--- config.mk ---
export PLATFORM = sky130hd
export DESIGN_NAME = frcm_top
export DESIGN_NICKNAME = d
export VERILOG_FILES = /design/src/design/frcm_pkg.sv /design/src/design/frcm_osc_if.sv /design/src/design/frcm_top.sv /design/src/design/frcm_osc_mon.sv
export VERILOG_INCLUDE_DIRS = /design/src /design/src/design
export SDC_FILE = /design/constraint.sdc
export NUM_CORES = 1
export LEC_CHECK = 0
export BUFFER_PORTS_ARGS = -buffer_cell sky130_fd_sc_hd__buf_4
export CORE_MARGIN = 10
export CORE_UTILIZATION = 55
export DETAILED_ROUTE_END_ITERATION = 12
export PLACE_DENSITY = 0.76
export SYNTH_ARGS = -nofsm -noshare
export SYNTH_HDL_FRONTEND = slang
export SYNTH_SLANG_ARGS = --single-unit
--- constraint.sdc ---
create_clock -name ref_clk -period 3.75 [get_ports ref_clk]
set_input_delay 0.75 -clock ref_clk [delete_from_list [all_inputs] [get_ports ref_clk]]
set_output_delay 0.75 -clock ref_clk [all_outputs]
set_load 0.02 [all_outputs]
--- src/design/frcm_params.svh ---
// Offsets, field positions, reset values and timing counts of the fault recovery clock monitor.
`ifndef FRCM_PARAMS_SVH
`define FRCM_PARAMS_SVH

// ----------------------------------------
// Clock and timing
// ----------------------------------------
`define FRCM_CLK_MHZ 100
`define FRCM_T125_MS 125
`define FRCM_T500_MS 500
`define FRCM_T2S_MS 2000
`define FRCM_T4S_MS 4000
`define FRCM_MS_CYC(ms) ((ms) * 1000 * `FRCM_CLK_MHZ)
`define FRCM_SWITCH_US 500
`define FRCM_SWITCH_CYC (`FRCM_SWITCH_US * `FRCM_CLK_MHZ)
`define FRCM_OSC_STOP_NS 640
`define FRCM_OSC_STOP_CYC ((`FRCM_OSC_STOP_NS * `FRCM_CLK_MHZ + 999) / 1000)

// ----------------------------------------
// Register offsets
// ----------------------------------------
`define FRCM_REG_CTRL 8'h00
`define FRCM_REG_CFG 8'h04
`define FRCM_REG_ERR 8'h08
`define FRCM_REG_OUTSEL 8'h0c
`define FRCM_REG_IRQ_STAT 8'h10
`define FRCM_REG_IRQ_MASK 8'h14
`define FRCM_REG_STATE 8'h18

// ----------------------------------------
// Fields and reset values
// ----------------------------------------
`define FRCM_CTRL_REC_EN 0
`define FRCM_CTRL_OSC_EN 1
`define FRCM_CFG_PER_LSB 0
`define FRCM_CFG_ACT_BIT 2
`define FRCM_ERR_REC 0
`define FRCM_ERR_CLK 1
`define FRCM_CFG_RST 3'h2
`define FRCM_OUTSEL_RST 4'h0
`define FRCM_RESP_OKAY 2'h0
`define FRCM_RESP_SLVERR 2'h2

`endif

--- src/design/frcm_pkg.sv ---
// Types shared by the fault recovery clock monitor modules.
package frcm_pkg;
	typedef enum {FRCM_RD_IDLE, FRCM_RD_HOLD, FRCM_RD_RESP} frcm_rd_state_t;
	typedef logic [1:0] frcm_err_t;
endpackage

--- src/design/frcm_osc_if.sv ---
// Interface carrying resonator watch results from the monitor to the core.
`timescale 1ns/100ps
interface frcm_osc_if;
	logic stopped;
	logic stop_pulse;
	logic switching;
	logic rc_sel;
	modport mon (output stopped, output stop_pulse, output switching, output rc_sel);
	modport core (input stopped, input stop_pulse, input switching, input rc_sel);
endinterface

--- src/design/frcm_top.sv ---
// Recovery counter supervisor and clock stop monitor with an AXI4-Lite register slave.
// Functional notes
// - Supervision starts when software sets the recovery enable and keeps running if the bit is later cleared.
// - The recovery counter starts only on a fault event or a resonator stop seen while supervision is active.
// - An error clear before overflow zeroes the counter and holds it until the next fault event or resonator stop.
// - Counter overflow sets the recovery overflow error bit.
// - The error register returns the recovery overflow error and a write to it clears the bit.
// - The counter period is 125 ms, 500 ms, 2 s or 4 s, with 2 s after reset.
// - Period and overflow action come from the configuration register; the action picks standby return.
// - A forced standby return clears every enable bit of the safety control register.
// - A forced standby return keeps the error bits and the fault output selection.
// - With detection enabled a resonator stop sets the clock stop error and selects the RC clock.
// - With detection disabled a resonator stop still selects the RC clock but leaves the error bit alone.
// - An error read arriving during the switchover holds the busy pin low; the host waits for it high.
// - Error clear leaves the clock stop error set while the resonator stays stopped and detection is enabled.
// - Fault indications are routed to the indicator pins as the output selection register says.
`timescale 1ns/100ps
`include "frcm_params.svh"
module frcm_top import frcm_pkg::*; #(
	parameter int unsigned PER_125_CYC = `FRCM_MS_CYC(`FRCM_T125_MS),
	parameter int unsigned PER_500_CYC = `FRCM_MS_CYC(`FRCM_T500_MS),
	parameter int unsigned PER_2S_CYC = `FRCM_MS_CYC(`FRCM_T2S_MS),
	parameter int unsigned PER_4S_CYC = `FRCM_MS_CYC(`FRCM_T4S_MS),
	parameter int unsigned SWITCH_CYC = `FRCM_SWITCH_CYC,
	parameter int unsigned STOP_CYC = `FRCM_OSC_STOP_CYC
) (
	input wire logic ref_clk,
	input wire logic srst,
	input wire logic [7:0] s_axi_awaddr,
	input wire logic s_axi_awvalid,
	output logic s_axi_awready,
	input wire logic [31:0] s_axi_wdata,
	input wire logic [3:0] s_axi_wstrb,
	input wire logic s_axi_wvalid,
	output logic s_axi_wready,
	output logic [1:0] s_axi_bresp,
	output logic s_axi_bvalid,
	input wire logic s_axi_bready,
	input wire logic [7:0] s_axi_araddr,
	input wire logic s_axi_arvalid,
	output logic s_axi_arready,
	output logic [31:0] s_axi_rdata,
	output logic [1:0] s_axi_rresp,
	output logic s_axi_rvalid,
	input wire logic s_axi_rready,
	input wire logic fault_event,
	input wire logic osc_clk_in,
	output logic command_busy_n,
	output logic use_rc_clock,
	output logic standby_return,
	output logic [1:0] fault_indicator_pin,
	output logic irq
);
	if (PER_125_CYC < 2 || PER_500_CYC < 2 || PER_2S_CYC < 2 || PER_4S_CYC < 2) begin : g_chk
		$error("frcm_top: counter periods must be at least two cycles");
	end

	frcm_osc_if osc ();

	frcm_osc_mon #(.STOP_CYC(STOP_CYC), .SWITCH_CYC(SWITCH_CYC)) u_osc (
		.ref_clk(ref_clk),
		.srst(srst),
		.osc_clk_in(osc_clk_in),
		.osc(osc)
	);

	// ----------------------------------------
	// State
	// ----------------------------------------
	logic aw_full_reg, aw_full_next, w_full_reg, w_full_next;
	logic [7:0] aw_addr_reg, aw_addr_next, ar_addr_reg, ar_addr_next;
	logic [7:0] wdat_reg, wdat_next;
	logic wstb_reg, wstb_next;
	logic awready_reg, awready_next, wready_reg, wready_next, arready_reg, arready_next;
	logic bvalid_reg, bvalid_next, rvalid_reg, rvalid_next;
	logic [1:0] bresp_reg, bresp_next, rresp_reg, rresp_next;
	logic [31:0] rdata_reg, rdata_next, rd_word;
	logic rd_ok;
	frcm_rd_state_t rd_state_reg, rd_state_next;
	logic busy_n_reg, busy_n_next;
	logic [1:0] ctrl_reg, ctrl_next;
	logic [2:0] cfg_reg, cfg_next;
	logic [3:0] outsel_reg, outsel_next;
	frcm_err_t err_reg, err_next, ist_reg, ist_next, imask_reg, imask_next;
	logic sup_reg, sup_next, run_reg, run_next;
	logic [31:0] cnt_reg, cnt_next, lim;
	logic stby_reg, stby_next, irq_reg, irq_next, rc_reg;
	logic [1:0] pin_reg, pin_next;
	logic do_wr, wr_ctrl, wr_err, start, ovf, ovf_stby;

	// ----------------------------------------
	// Period selection and event terms
	// ----------------------------------------
	// period selection
	always_comb begin
		unique case (cfg_reg[`FRCM_CFG_PER_LSB +: 2])
			2'h0: lim = 32'(PER_125_CYC);
			2'h1: lim = 32'(PER_500_CYC);
			2'h2: lim = 32'(PER_2S_CYC);
			2'h3: lim = 32'(PER_4S_CYC);
		endcase
	end

	assign do_wr = aw_full_reg && w_full_reg && !bvalid_reg;
	assign wr_ctrl = do_wr && wstb_reg && aw_addr_reg == `FRCM_REG_CTRL;
	assign wr_err = do_wr && aw_addr_reg == `FRCM_REG_ERR;
	assign start = sup_reg && (fault_event || osc.stop_pulse);
	assign ovf = run_reg && cnt_reg == lim - 32'h1;
	assign ovf_stby = ovf && cfg_reg[`FRCM_CFG_ACT_BIT];

	// ----------------------------------------
	// Read data selection
	// ----------------------------------------
	always_comb begin
		rd_word = 32'h0;
		rd_ok = 1'h1;
		unique case ((rd_state_reg == FRCM_RD_IDLE) ? s_axi_araddr : ar_addr_reg)
			`FRCM_REG_CTRL: rd_word = {30'h0, ctrl_reg};
			`FRCM_REG_CFG: rd_word = {29'h0, cfg_reg};
			`FRCM_REG_ERR: rd_word = {30'h0, err_reg};
			`FRCM_REG_OUTSEL: rd_word = {28'h0, outsel_reg};
			`FRCM_REG_IRQ_STAT: rd_word = {30'h0, ist_reg};
			`FRCM_REG_IRQ_MASK: rd_word = {30'h0, imask_reg};
			`FRCM_REG_STATE: rd_word = {28'h0, osc.switching, rc_reg, run_reg, sup_reg};
			default: rd_ok = 1'h0;
		endcase
	end

	// ----------------------------------------
	// Next values
	// ----------------------------------------
	always_comb begin
		aw_full_next = aw_full_reg;
		w_full_next = w_full_reg;
		aw_addr_next = aw_addr_reg;
		wdat_next = wdat_reg;
		wstb_next = wstb_reg;
		ar_addr_next = ar_addr_reg;
		bvalid_next = bvalid_reg;
		bresp_next = bresp_reg;
		rvalid_next = rvalid_reg;
		rresp_next = rresp_reg;
		rdata_next = rdata_reg;
		rd_state_next = rd_state_reg;
		busy_n_next = busy_n_reg;
		ctrl_next = ctrl_reg;
		cfg_next = cfg_reg;
		outsel_next = outsel_reg;
		imask_next = imask_reg;
		err_next = err_reg;
		ist_next = ist_reg;
		sup_next = sup_reg;
		run_next = run_reg;
		cnt_next = cnt_reg;
		stby_next = 1'h0;
		// Address and data are taken independently, in either order.
		if (s_axi_awvalid && awready_reg) begin
			aw_full_next = 1'h1;
			aw_addr_next = s_axi_awaddr;
		end
		if (s_axi_wvalid && wready_reg) begin
			w_full_next = 1'h1;
			wdat_next = s_axi_wdata[7:0];
			wstb_next = s_axi_wstrb[0];
		end
		if (bvalid_reg && s_axi_bready) begin
			bvalid_next = 1'h0;
		end
		if (do_wr) begin
			aw_full_next = 1'h0;
			w_full_next = 1'h0;
			bvalid_next = 1'h1;
			bresp_next = `FRCM_RESP_OKAY;
			if (wstb_reg) begin
				unique case (aw_addr_reg)
					`FRCM_REG_CTRL: ctrl_next = wdat_reg[1:0];
					`FRCM_REG_CFG: cfg_next = wdat_reg[2:0];
					`FRCM_REG_OUTSEL: outsel_next = wdat_reg[3:0];
					`FRCM_REG_IRQ_STAT: ist_next = ist_reg & ~wdat_reg[1:0];
					`FRCM_REG_IRQ_MASK: imask_next = wdat_reg[1:0];
					`FRCM_REG_ERR, `FRCM_REG_STATE: ;
					default: bresp_next = `FRCM_RESP_SLVERR;
				endcase
			end else if (aw_addr_reg > `FRCM_REG_STATE || aw_addr_reg[1:0] != 2'h0) begin
				bresp_next = `FRCM_RESP_SLVERR;
			end
		end
		// Read channel; an error read during switchover waits with busy low.
		unique case (rd_state_reg)
			FRCM_RD_IDLE: begin
				if (s_axi_arvalid && arready_reg) begin
					ar_addr_next = s_axi_araddr;
					if (s_axi_araddr == `FRCM_REG_ERR && osc.switching) begin
						rd_state_next = FRCM_RD_HOLD;
						busy_n_next = 1'h0;
					end else begin
						rd_state_next = FRCM_RD_RESP;
						rvalid_next = 1'h1;
						rdata_next = rd_word;
						rresp_next = rd_ok ? `FRCM_RESP_OKAY : `FRCM_RESP_SLVERR;
					end
				end
			end
			FRCM_RD_HOLD: begin
				if (!osc.switching) begin
					rd_state_next = FRCM_RD_RESP;
					busy_n_next = 1'h1;
					rvalid_next = 1'h1;
					rdata_next = rd_word;
					rresp_next = `FRCM_RESP_OKAY;
				end
			end
			FRCM_RD_RESP: begin
				if (s_axi_rready) begin
					rd_state_next = FRCM_RD_IDLE;
					rvalid_next = 1'h0;
				end
			end
		endcase
		if (wr_ctrl && wdat_reg[`FRCM_CTRL_REC_EN]) begin
			sup_next = 1'h1;
		end
		if (run_reg) begin
			cnt_next = cnt_reg + 32'h1;
		end
		if (ovf) begin
			run_next = 1'h0;
			cnt_next = 32'h0;
			err_next[`FRCM_ERR_REC] = 1'h1;
			ist_next[`FRCM_ERR_REC] = 1'h1;
		end
		if (wr_err) begin
			run_next = 1'h0;
			cnt_next = 32'h0;
			err_next = err_next & {1'h0, ovf};
		end
		if (start) begin
			run_next = 1'h1;
			if (!run_reg || wr_err) begin
				cnt_next = 32'h0;
			end
		end
		if (osc.stopped && ctrl_reg[`FRCM_CTRL_OSC_EN]) begin
			err_next[`FRCM_ERR_CLK] = 1'h1;
		end
		if (osc.stop_pulse && ctrl_reg[`FRCM_CTRL_OSC_EN]) begin
			ist_next[`FRCM_ERR_CLK] = 1'h1;
		end
		if (ovf_stby) begin
			ctrl_next = 2'h0;
			sup_next = 1'h0;
			run_next = 1'h0;
			cnt_next = 32'h0;
			stby_next = 1'h1;
		end
		awready_next = !aw_full_next;
		wready_next = !w_full_next;
		arready_next = rd_state_next == FRCM_RD_IDLE;
		irq_next = |(ist_next & imask_next);
	end

	always_comb begin
		for (int i = 0; i < 2; i++) begin
			pin_next[i] = |(outsel_next[2 * i +: 2] & err_next);
		end
	end

	// ----------------------------------------
	// Registers
	// ----------------------------------------
	always_ff @(posedge ref_clk) begin
		if (srst) begin
			aw_full_reg <= 1'h0;
			w_full_reg <= 1'h0;
			aw_addr_reg <= 8'h0;
			wdat_reg <= 8'h0;
			wstb_reg <= 1'h0;
			ar_addr_reg <= 8'h0;
			awready_reg <= 1'h0;
			wready_reg <= 1'h0;
			arready_reg <= 1'h0;
			bvalid_reg <= 1'h0;
			bresp_reg <= 2'h0;
			rvalid_reg <= 1'h0;
			rresp_reg <= 2'h0;
			rdata_reg <= 32'h0;
			rd_state_reg <= FRCM_RD_IDLE;
			busy_n_reg <= 1'h1;
			ctrl_reg <= 2'h0;
			cfg_reg <= `FRCM_CFG_RST;
			outsel_reg <= `FRCM_OUTSEL_RST;
			err_reg <= 2'h0;
			ist_reg <= 2'h0;
			imask_reg <= 2'h0;
			sup_reg <= 1'h0;
			run_reg <= 1'h0;
			cnt_reg <= 32'h0;
			stby_reg <= 1'h0;
			irq_reg <= 1'h0;
			pin_reg <= 2'h0;
			rc_reg <= 1'h0;
		end else begin
			aw_full_reg <= aw_full_next;
			w_full_reg <= w_full_next;
			aw_addr_reg <= aw_addr_next;
			wdat_reg <= wdat_next;
			wstb_reg <= wstb_next;
			ar_addr_reg <= ar_addr_next;
			awready_reg <= awready_next;
			wready_reg <= wready_next;
			arready_reg <= arready_next;
			bvalid_reg <= bvalid_next;
			bresp_reg <= bresp_next;
			rvalid_reg <= rvalid_next;
			rresp_reg <= rresp_next;
			rdata_reg <= rdata_next;
			rd_state_reg <= rd_state_next;
			busy_n_reg <= busy_n_next;
			ctrl_reg <= ctrl_next;
			cfg_reg <= cfg_next;
			outsel_reg <= outsel_next;
			err_reg <= err_next;
			ist_reg <= ist_next;
			imask_reg <= imask_next;
			sup_reg <= sup_next;
			run_reg <= run_next;
			cnt_reg <= cnt_next;
			stby_reg <= stby_next;
			irq_reg <= irq_next;
			pin_reg <= pin_next;
			rc_reg <= osc.rc_sel;
		end
	end

	assign s_axi_awready = awready_reg;
	assign s_axi_wready = wready_reg;
	assign s_axi_arready = arready_reg;
	assign s_axi_bvalid = bvalid_reg;
	assign s_axi_bresp = bresp_reg;
	assign s_axi_rvalid = rvalid_reg;
	assign s_axi_rresp = rresp_reg;
	assign s_axi_rdata = rdata_reg;
	assign command_busy_n = busy_n_reg;
	assign use_rc_clock = rc_reg;
	assign standby_return = stby_reg;
	assign fault_indicator_pin = pin_reg;
	assign irq = irq_reg;

	// ----------------------------------------
	// Assertions
	// ----------------------------------------
	AST_SUP_STICKY: assert property (@(posedge ref_clk) disable iff (srst) sup_reg && !ovf_stby |=> sup_reg)
		else $error("Supervision dropped without standby return");
	AST_RUN_CAUSE: assert property (@(posedge ref_clk) disable iff (srst) $rose(run_reg) |-> $past(start))
		else $error("Counter started without fault event");
	AST_CLR_HOLD: assert property (@(posedge ref_clk) disable iff (srst) wr_err && !start |=> !run_reg && cnt_reg == 32'h0)
		else $error("Counter not stopped by error clear");
	AST_OVF_ERR: assert property (@(posedge ref_clk) disable iff (srst) ovf |=> err_reg[`FRCM_ERR_REC])
		else $error("Overflow did not set the error bit");
	AST_CLR_ERR: assert property (@(posedge ref_clk) disable iff (srst) wr_err && !ovf |=> !err_reg[`FRCM_ERR_REC])
		else $error("Error clear left recovery error set");
	AST_STBY_CLR: assert property (@(posedge ref_clk) disable iff (srst) ovf_stby |=> standby_return && ctrl_reg == 2'h0)
		else $error("Standby return kept enable bits");
	AST_STBY_KEEP: assert property (@(posedge ref_clk) disable iff (srst)
		ovf_stby && !do_wr |=> $stable(outsel_reg) && err_reg[`FRCM_ERR_REC])
		else $error("Standby return changed kept state");
	AST_CLK_ERR: assert property (@(posedge ref_clk) disable iff (srst)
		osc.stopped && ctrl_reg[`FRCM_CTRL_OSC_EN] |=> err_reg[`FRCM_ERR_CLK])
		else $error("Clock stop error not set");
	AST_CLK_OFF: assert property (@(posedge ref_clk) disable iff (srst)
		!err_reg[`FRCM_ERR_CLK] && !ctrl_reg[`FRCM_CTRL_OSC_EN] |=> !err_reg[`FRCM_ERR_CLK])
		else $error("Clock stop error set while disabled");
	AST_BUSY_HOLD: assert property (@(posedge ref_clk) disable iff (srst)
		rd_state_reg == FRCM_RD_HOLD |-> !command_busy_n && !s_axi_rvalid)
		else $error("Busy not low during held error read");
	AST_CNT_ZERO: assert property (@(posedge ref_clk) disable iff (srst) !run_reg |-> cnt_reg == 32'h0)
		else $error("Stopped counter not zero");
	AST_PIN_ROUTE: assert property (@(posedge ref_clk) disable iff (srst)
		##1 fault_indicator_pin[0] == |(outsel_reg[1:0] & err_reg))
		else $error("Fault pin does not follow selection");
endmodule // frcm_top

--- src/design/frcm_osc_mon.sv ---
// Resonator stop detector with automatic switch to the internal RC clock.
`timescale 1ns/100ps
`include "frcm_params.svh"
module frcm_osc_mon import frcm_pkg::*; #(
	parameter int unsigned STOP_CYC = `FRCM_OSC_STOP_CYC,
	parameter int unsigned SWITCH_CYC = `FRCM_SWITCH_CYC
) (
	input wire logic ref_clk,
	input wire logic srst,
	input wire logic osc_clk_in,
	frcm_osc_if.mon osc
);
	// The switchover window must last at least the eight cycles that the busy assertion watches.
	if (STOP_CYC < 2 || SWITCH_CYC < 8) begin : g_chk
		$error("frcm_osc_mon: counts too small");
	end

	logic sync1_reg, sync2_reg, last_reg;
	logic stopped_reg, stopped_next, pulse_reg, pulse_next, rc_reg, rc_next;
	logic [31:0] idle_reg, idle_next, sw_reg, sw_next;
	logic edge_seen;

	// ----------------------------------------
	// Synchroniser
	// ----------------------------------------
	// Only the second stage is read by logic; the first one just settles.
	always_ff @(posedge ref_clk) begin
		if (srst) begin
			sync1_reg <= 1'h0;
			sync2_reg <= 1'h0;
			last_reg <= 1'h0;
		end else begin
			sync1_reg <= osc_clk_in;
			sync2_reg <= sync1_reg;
			last_reg <= sync2_reg;
		end
	end
	assign edge_seen = sync2_reg ^ last_reg;

	// ----------------------------------------
	// Stop detection and switchover
	// ----------------------------------------
	// The RC selection is kept once taken; returning to the resonator needs a reset,
	// so a flaky resonator cannot toggle the clock source back and forth.
	always_comb begin
		stopped_next = stopped_reg;
		pulse_next = 1'h0;
		rc_next = rc_reg;
		idle_next = idle_reg;
		sw_next = (sw_reg != 32'h0) ? sw_reg - 32'h1 : 32'h0;
		if (edge_seen) begin
			idle_next = 32'h0;
			stopped_next = 1'h0;
		end else if (idle_reg == STOP_CYC - 1) begin
			if (!stopped_reg) begin
				stopped_next = 1'h1;
				pulse_next = 1'h1;
				rc_next = 1'h1;
				if (!rc_reg) begin
					sw_next = SWITCH_CYC;
				end
			end
		end else begin
			idle_next = idle_reg + 32'h1;
		end
	end

	always_ff @(posedge ref_clk) begin
		if (srst) begin
			stopped_reg <= 1'h0;
			pulse_reg <= 1'h0;
			rc_reg <= 1'h0;
			idle_reg <= 32'h0;
			sw_reg <= 32'h0;
		end else begin
			stopped_reg <= stopped_next;
			pulse_reg <= pulse_next;
			rc_reg <= rc_next;
			idle_reg <= idle_next;
			sw_reg <= sw_next;
		end
	end

	assign osc.stopped = stopped_reg;
	assign osc.stop_pulse = pulse_reg;
	assign osc.switching = (sw_reg != 32'h0);
	assign osc.rc_sel = rc_reg;

	AST_RC_ON_STOP: assert property (@(posedge ref_clk) disable iff (srst) $rose(stopped_reg) |-> rc_reg)
		else $error("RC clock not selected at resonator stop");
	AST_SWITCH_BUSY: assert property (@(posedge ref_clk) disable iff (srst)
		pulse_reg && $rose(rc_reg) |-> (sw_reg != 32'h0) [*8])
		else $error("Switchover window ended too early");
endmodule // frcm_osc_mon

==> reports/qor.yml <==
outcome: "complete, no violations"
insertion_delay_ns: 0.44
io_pins: 108
coreArea_mm2: 0.01515
cts_sinks: 191
die_y_um: 144.2
hold_viol: 0
setup_viol_count_final: 0
cts_max_level: 4
synth-edff-count: 0
post-route-drc-count: 0
vias: 6663
cts-root-buf: "clkbuf_16"
synthesis.area_mm2: 0.008478
synth_area_leader_cell: "dfxtp_1"
critical_path_class: "reg -> reg"
dp_hpwl_mm: 12.25
synth_cell_types: 66
yosys_register_bits: 191
die_w_um: 144.2
ys.flop_type: "dfxtp_1"
area_growth_pct: 11.23
period_share_pct: 83.21
vdd_ir_drop_max_mv: 0.3459
drv_slew: 0
fin_total_pwr_mw: 5.016
drive_gt1_share_pct: 10.39
synth_top_area_share_pct: 45.10
viasPerCell: 5.470
hold_buffers: 0
grt-ovfl-total: 0
dr.pass1.iters: 7
cp.required_ns: 4.07
yosysWarnings: 0
wirelength_mm: 17.25
drt_iter0_markers: 405
place_area_mm2: 0.008899
die_area_mm2: 0.02078
fmax_ghz: 0.3205
cts_tree: "done"
cts_setup_buffers: 0
start_util_pct: 55.98
hold_path_class: "reg -> reg"
cts_buffers: 17
arrival_ns: 3.44
final_area_mm2: 0.009430
seq_area_frac_synth_pct: 45.10
grt_use_total_pct: 17.08
rsz0062_at_grt: "no"
fillers: 1295
finalCriticalPeriod_ns: 3.120
crit_chain: "inv_1 > ha_1 > inv_1 > ha_1 > and3b_1 > a21oi_1 > a2111o_1 > nor4_1 > nand2_1 > nand3_1 > buf_4 > nor2_1"
leakagePower_nw: 3.594
cp_max_fo: 32
grt_pass1_vias: 6121
clk_pin_slew_worst_paths_ns: 0.07
cap_violations: 0
cts_buffer_depth: 2
yosys-top-cells-area: "dfxtp_1 45%, nor2_1 7.1%, xor2_1 4.8%"
wl_per_cell_um: 14.16
ant_nets: 0
end_kind: "flop"
syn_area_per_cell_um2: 8.678
tightest_slew_ns: 0.7611
power.density_mw_per_mm2: 531.9
tns_ns: 0
nets: 1090
std_cell_rows: 45
post_cts_resized: 0
skew_ns: 0.009425
grt_first_pass_wirelength_mm: 29.08
diodes: 0
synth_cells: 977
start_kind: "flop"
critPathSlowestCell: "dfxtp_1"
grt_antenna_before_repair: 0
grt_start_max_net_pins: 65
crit_path_max_incr_delay_ns: 0.55
io_buffers: 46
gp_congestion: 0.8276
max-slew-margin-rel_pct: 48.79
ys_async_sr_fraction_pct: 0
## synthesized netlist by cell type (3+ instances only)
master	instances
a21oi_1	36
a22oi_1	3
a311oi_1	3
a31oi_1	6
and2_1	39
and3_1	9
and4_1	8
buf_1	4
buf_4	30
clkbuf_1	24
dfxtp_1	191
ha_1	10
inv_1	17
mux2_2	3
mux2i_1	17
nand2_1	81
nand2b_1	4
nand3_1	49
nand4_1	24
nor2_1	161
nor2b_1	12
nor3_1	25
nor4_1	35
nor4b_1	6
o21a_1	3
o21ai_0	16
o22ai_1	3
or2_2	7
or3_1	10
or4_1	3
or4_4	3
xnor2_1	45
xor2_1	46
## final cells by class
cell class                      instances  area, µm²  share of cell area (%)
Multi-Input combinational cell        738       4370                   46.34
Sequential cell                       191       3824                   40.55
Clock buffer                           21      470.5                   4.989
Timing Repair Buffer                   54      405.4                   4.299
Tap cell                              188      235.2                   2.494
Inverter                               17      63.81                  0.6767
Clock inverter                          9      61.31                  0.6501
## report_power, final
| part | internal, mW | total, mW | switching [mW] |
|---|---|---|---|
| clock network | 0.893 | 1.65 | 0.759 |
| registers | 2.19 | 2.34 | 0.155 |
| logic | 0.446 | 1.02 | 0.578 |
## final timing paths
| kind | start | endpoint | slack (ns) | cells past startpoint |
|---|---|---|---|---|
| hold reg to reg | u_osc.sync1_reg | u_osc.sync2_reg | 0.44 | 1 |
| setup / recovery | cfg_reg[1] | cnt_reg[27] | 0.63 | 12 |
| hold / removal | u_osc.sync1_reg | u_osc.sync2_reg | 0.44 | 1 |
| setup reg to reg | cfg_reg[1] | cnt_reg[27] | 0.63 | 12 |
## cells by family after synthesis
| group | after synthesis | share of synthesized area [%] |
|---|---|---|
| adder cells (fa/ha/maj) | 10 | 1.476 |
| multiplexers | 20 | 2.405 |
| AO/OA/AOI/OAI | 99 | 7.837 |
| XOR/XNOR | 91 | 9.401 |
| flip-flops | 191 | 45.10 |
| buffers and inverters | 77 | 4.767 |
| other | 1 | 0.04423 |
| AND/OR/NAND/NOR | 488 | 28.97 |
## layout by cell type, fill, tap and decap left out, drive strengths merged, types with 3 or more instances in the layout
master,netlist,layout
a21oi,36,36
a22oi,3,3
a311oi,3,3
a31oi,6,6
and2,39,39
and3,10,10
and4,8,8
buf,36,54
clkbuf,24,21
clkinv,0,5
conb,1,30
dfxtp,191,191
ha,10,10
inv,17,19
mux2,3,3
mux2i,17,17
nand2,81,81
nand2b,4,4
nand3,49,49
nand4,24,24
nor2,161,161
nor2b,12,12
nor3,26,26
nor4,36,36
nor4b,7,7
o21a,3,3
o21ai,17,17
o22ai,3,3
or2,7,7
or3,10,10
or4,6,6
xnor2,45,45
xor2,46,46
## per-stage QoR
stage | hold WS, ns | cells | utilization, % | setup slack [ns]
floorplan | 0.4138 | 1006 | - | 1.142
global placement | 0.4200 | 1188 | 58.75 | 0.7378
detailed placement | 0.4218 | 1188 | 58.75 | 0.6799
CTS | 0.4374 | 1218 | 62.26 | 0.6521
global route | 0.4571 | 1218 | 62.26 | 0.2860
finish | 0.4373 | 1218 | 62.26 | 0.6298
## critical path: cells and delay by family (launching register included)
kind	cells	cell delay [ns]
compound gates	2	0.33
flops	1	0.55
simple gates	5	1.16
fa+ha+maj	2	0.39
buf+inv	3	0.56
## metal layers
metal | up-vias | part of all wire, % | GRT usage (%)
met5 | - | 0 | 0
met4 | 0 | 1.5 | 6.277
met3 | 25 | 5.1 | 4.264
met2 | 108 | 44 | 25.95
met1 | 3132 | 49 | 22.96
li1 | 3398 | - | -
No activity file was read; power rests on OpenSTA's default activity.
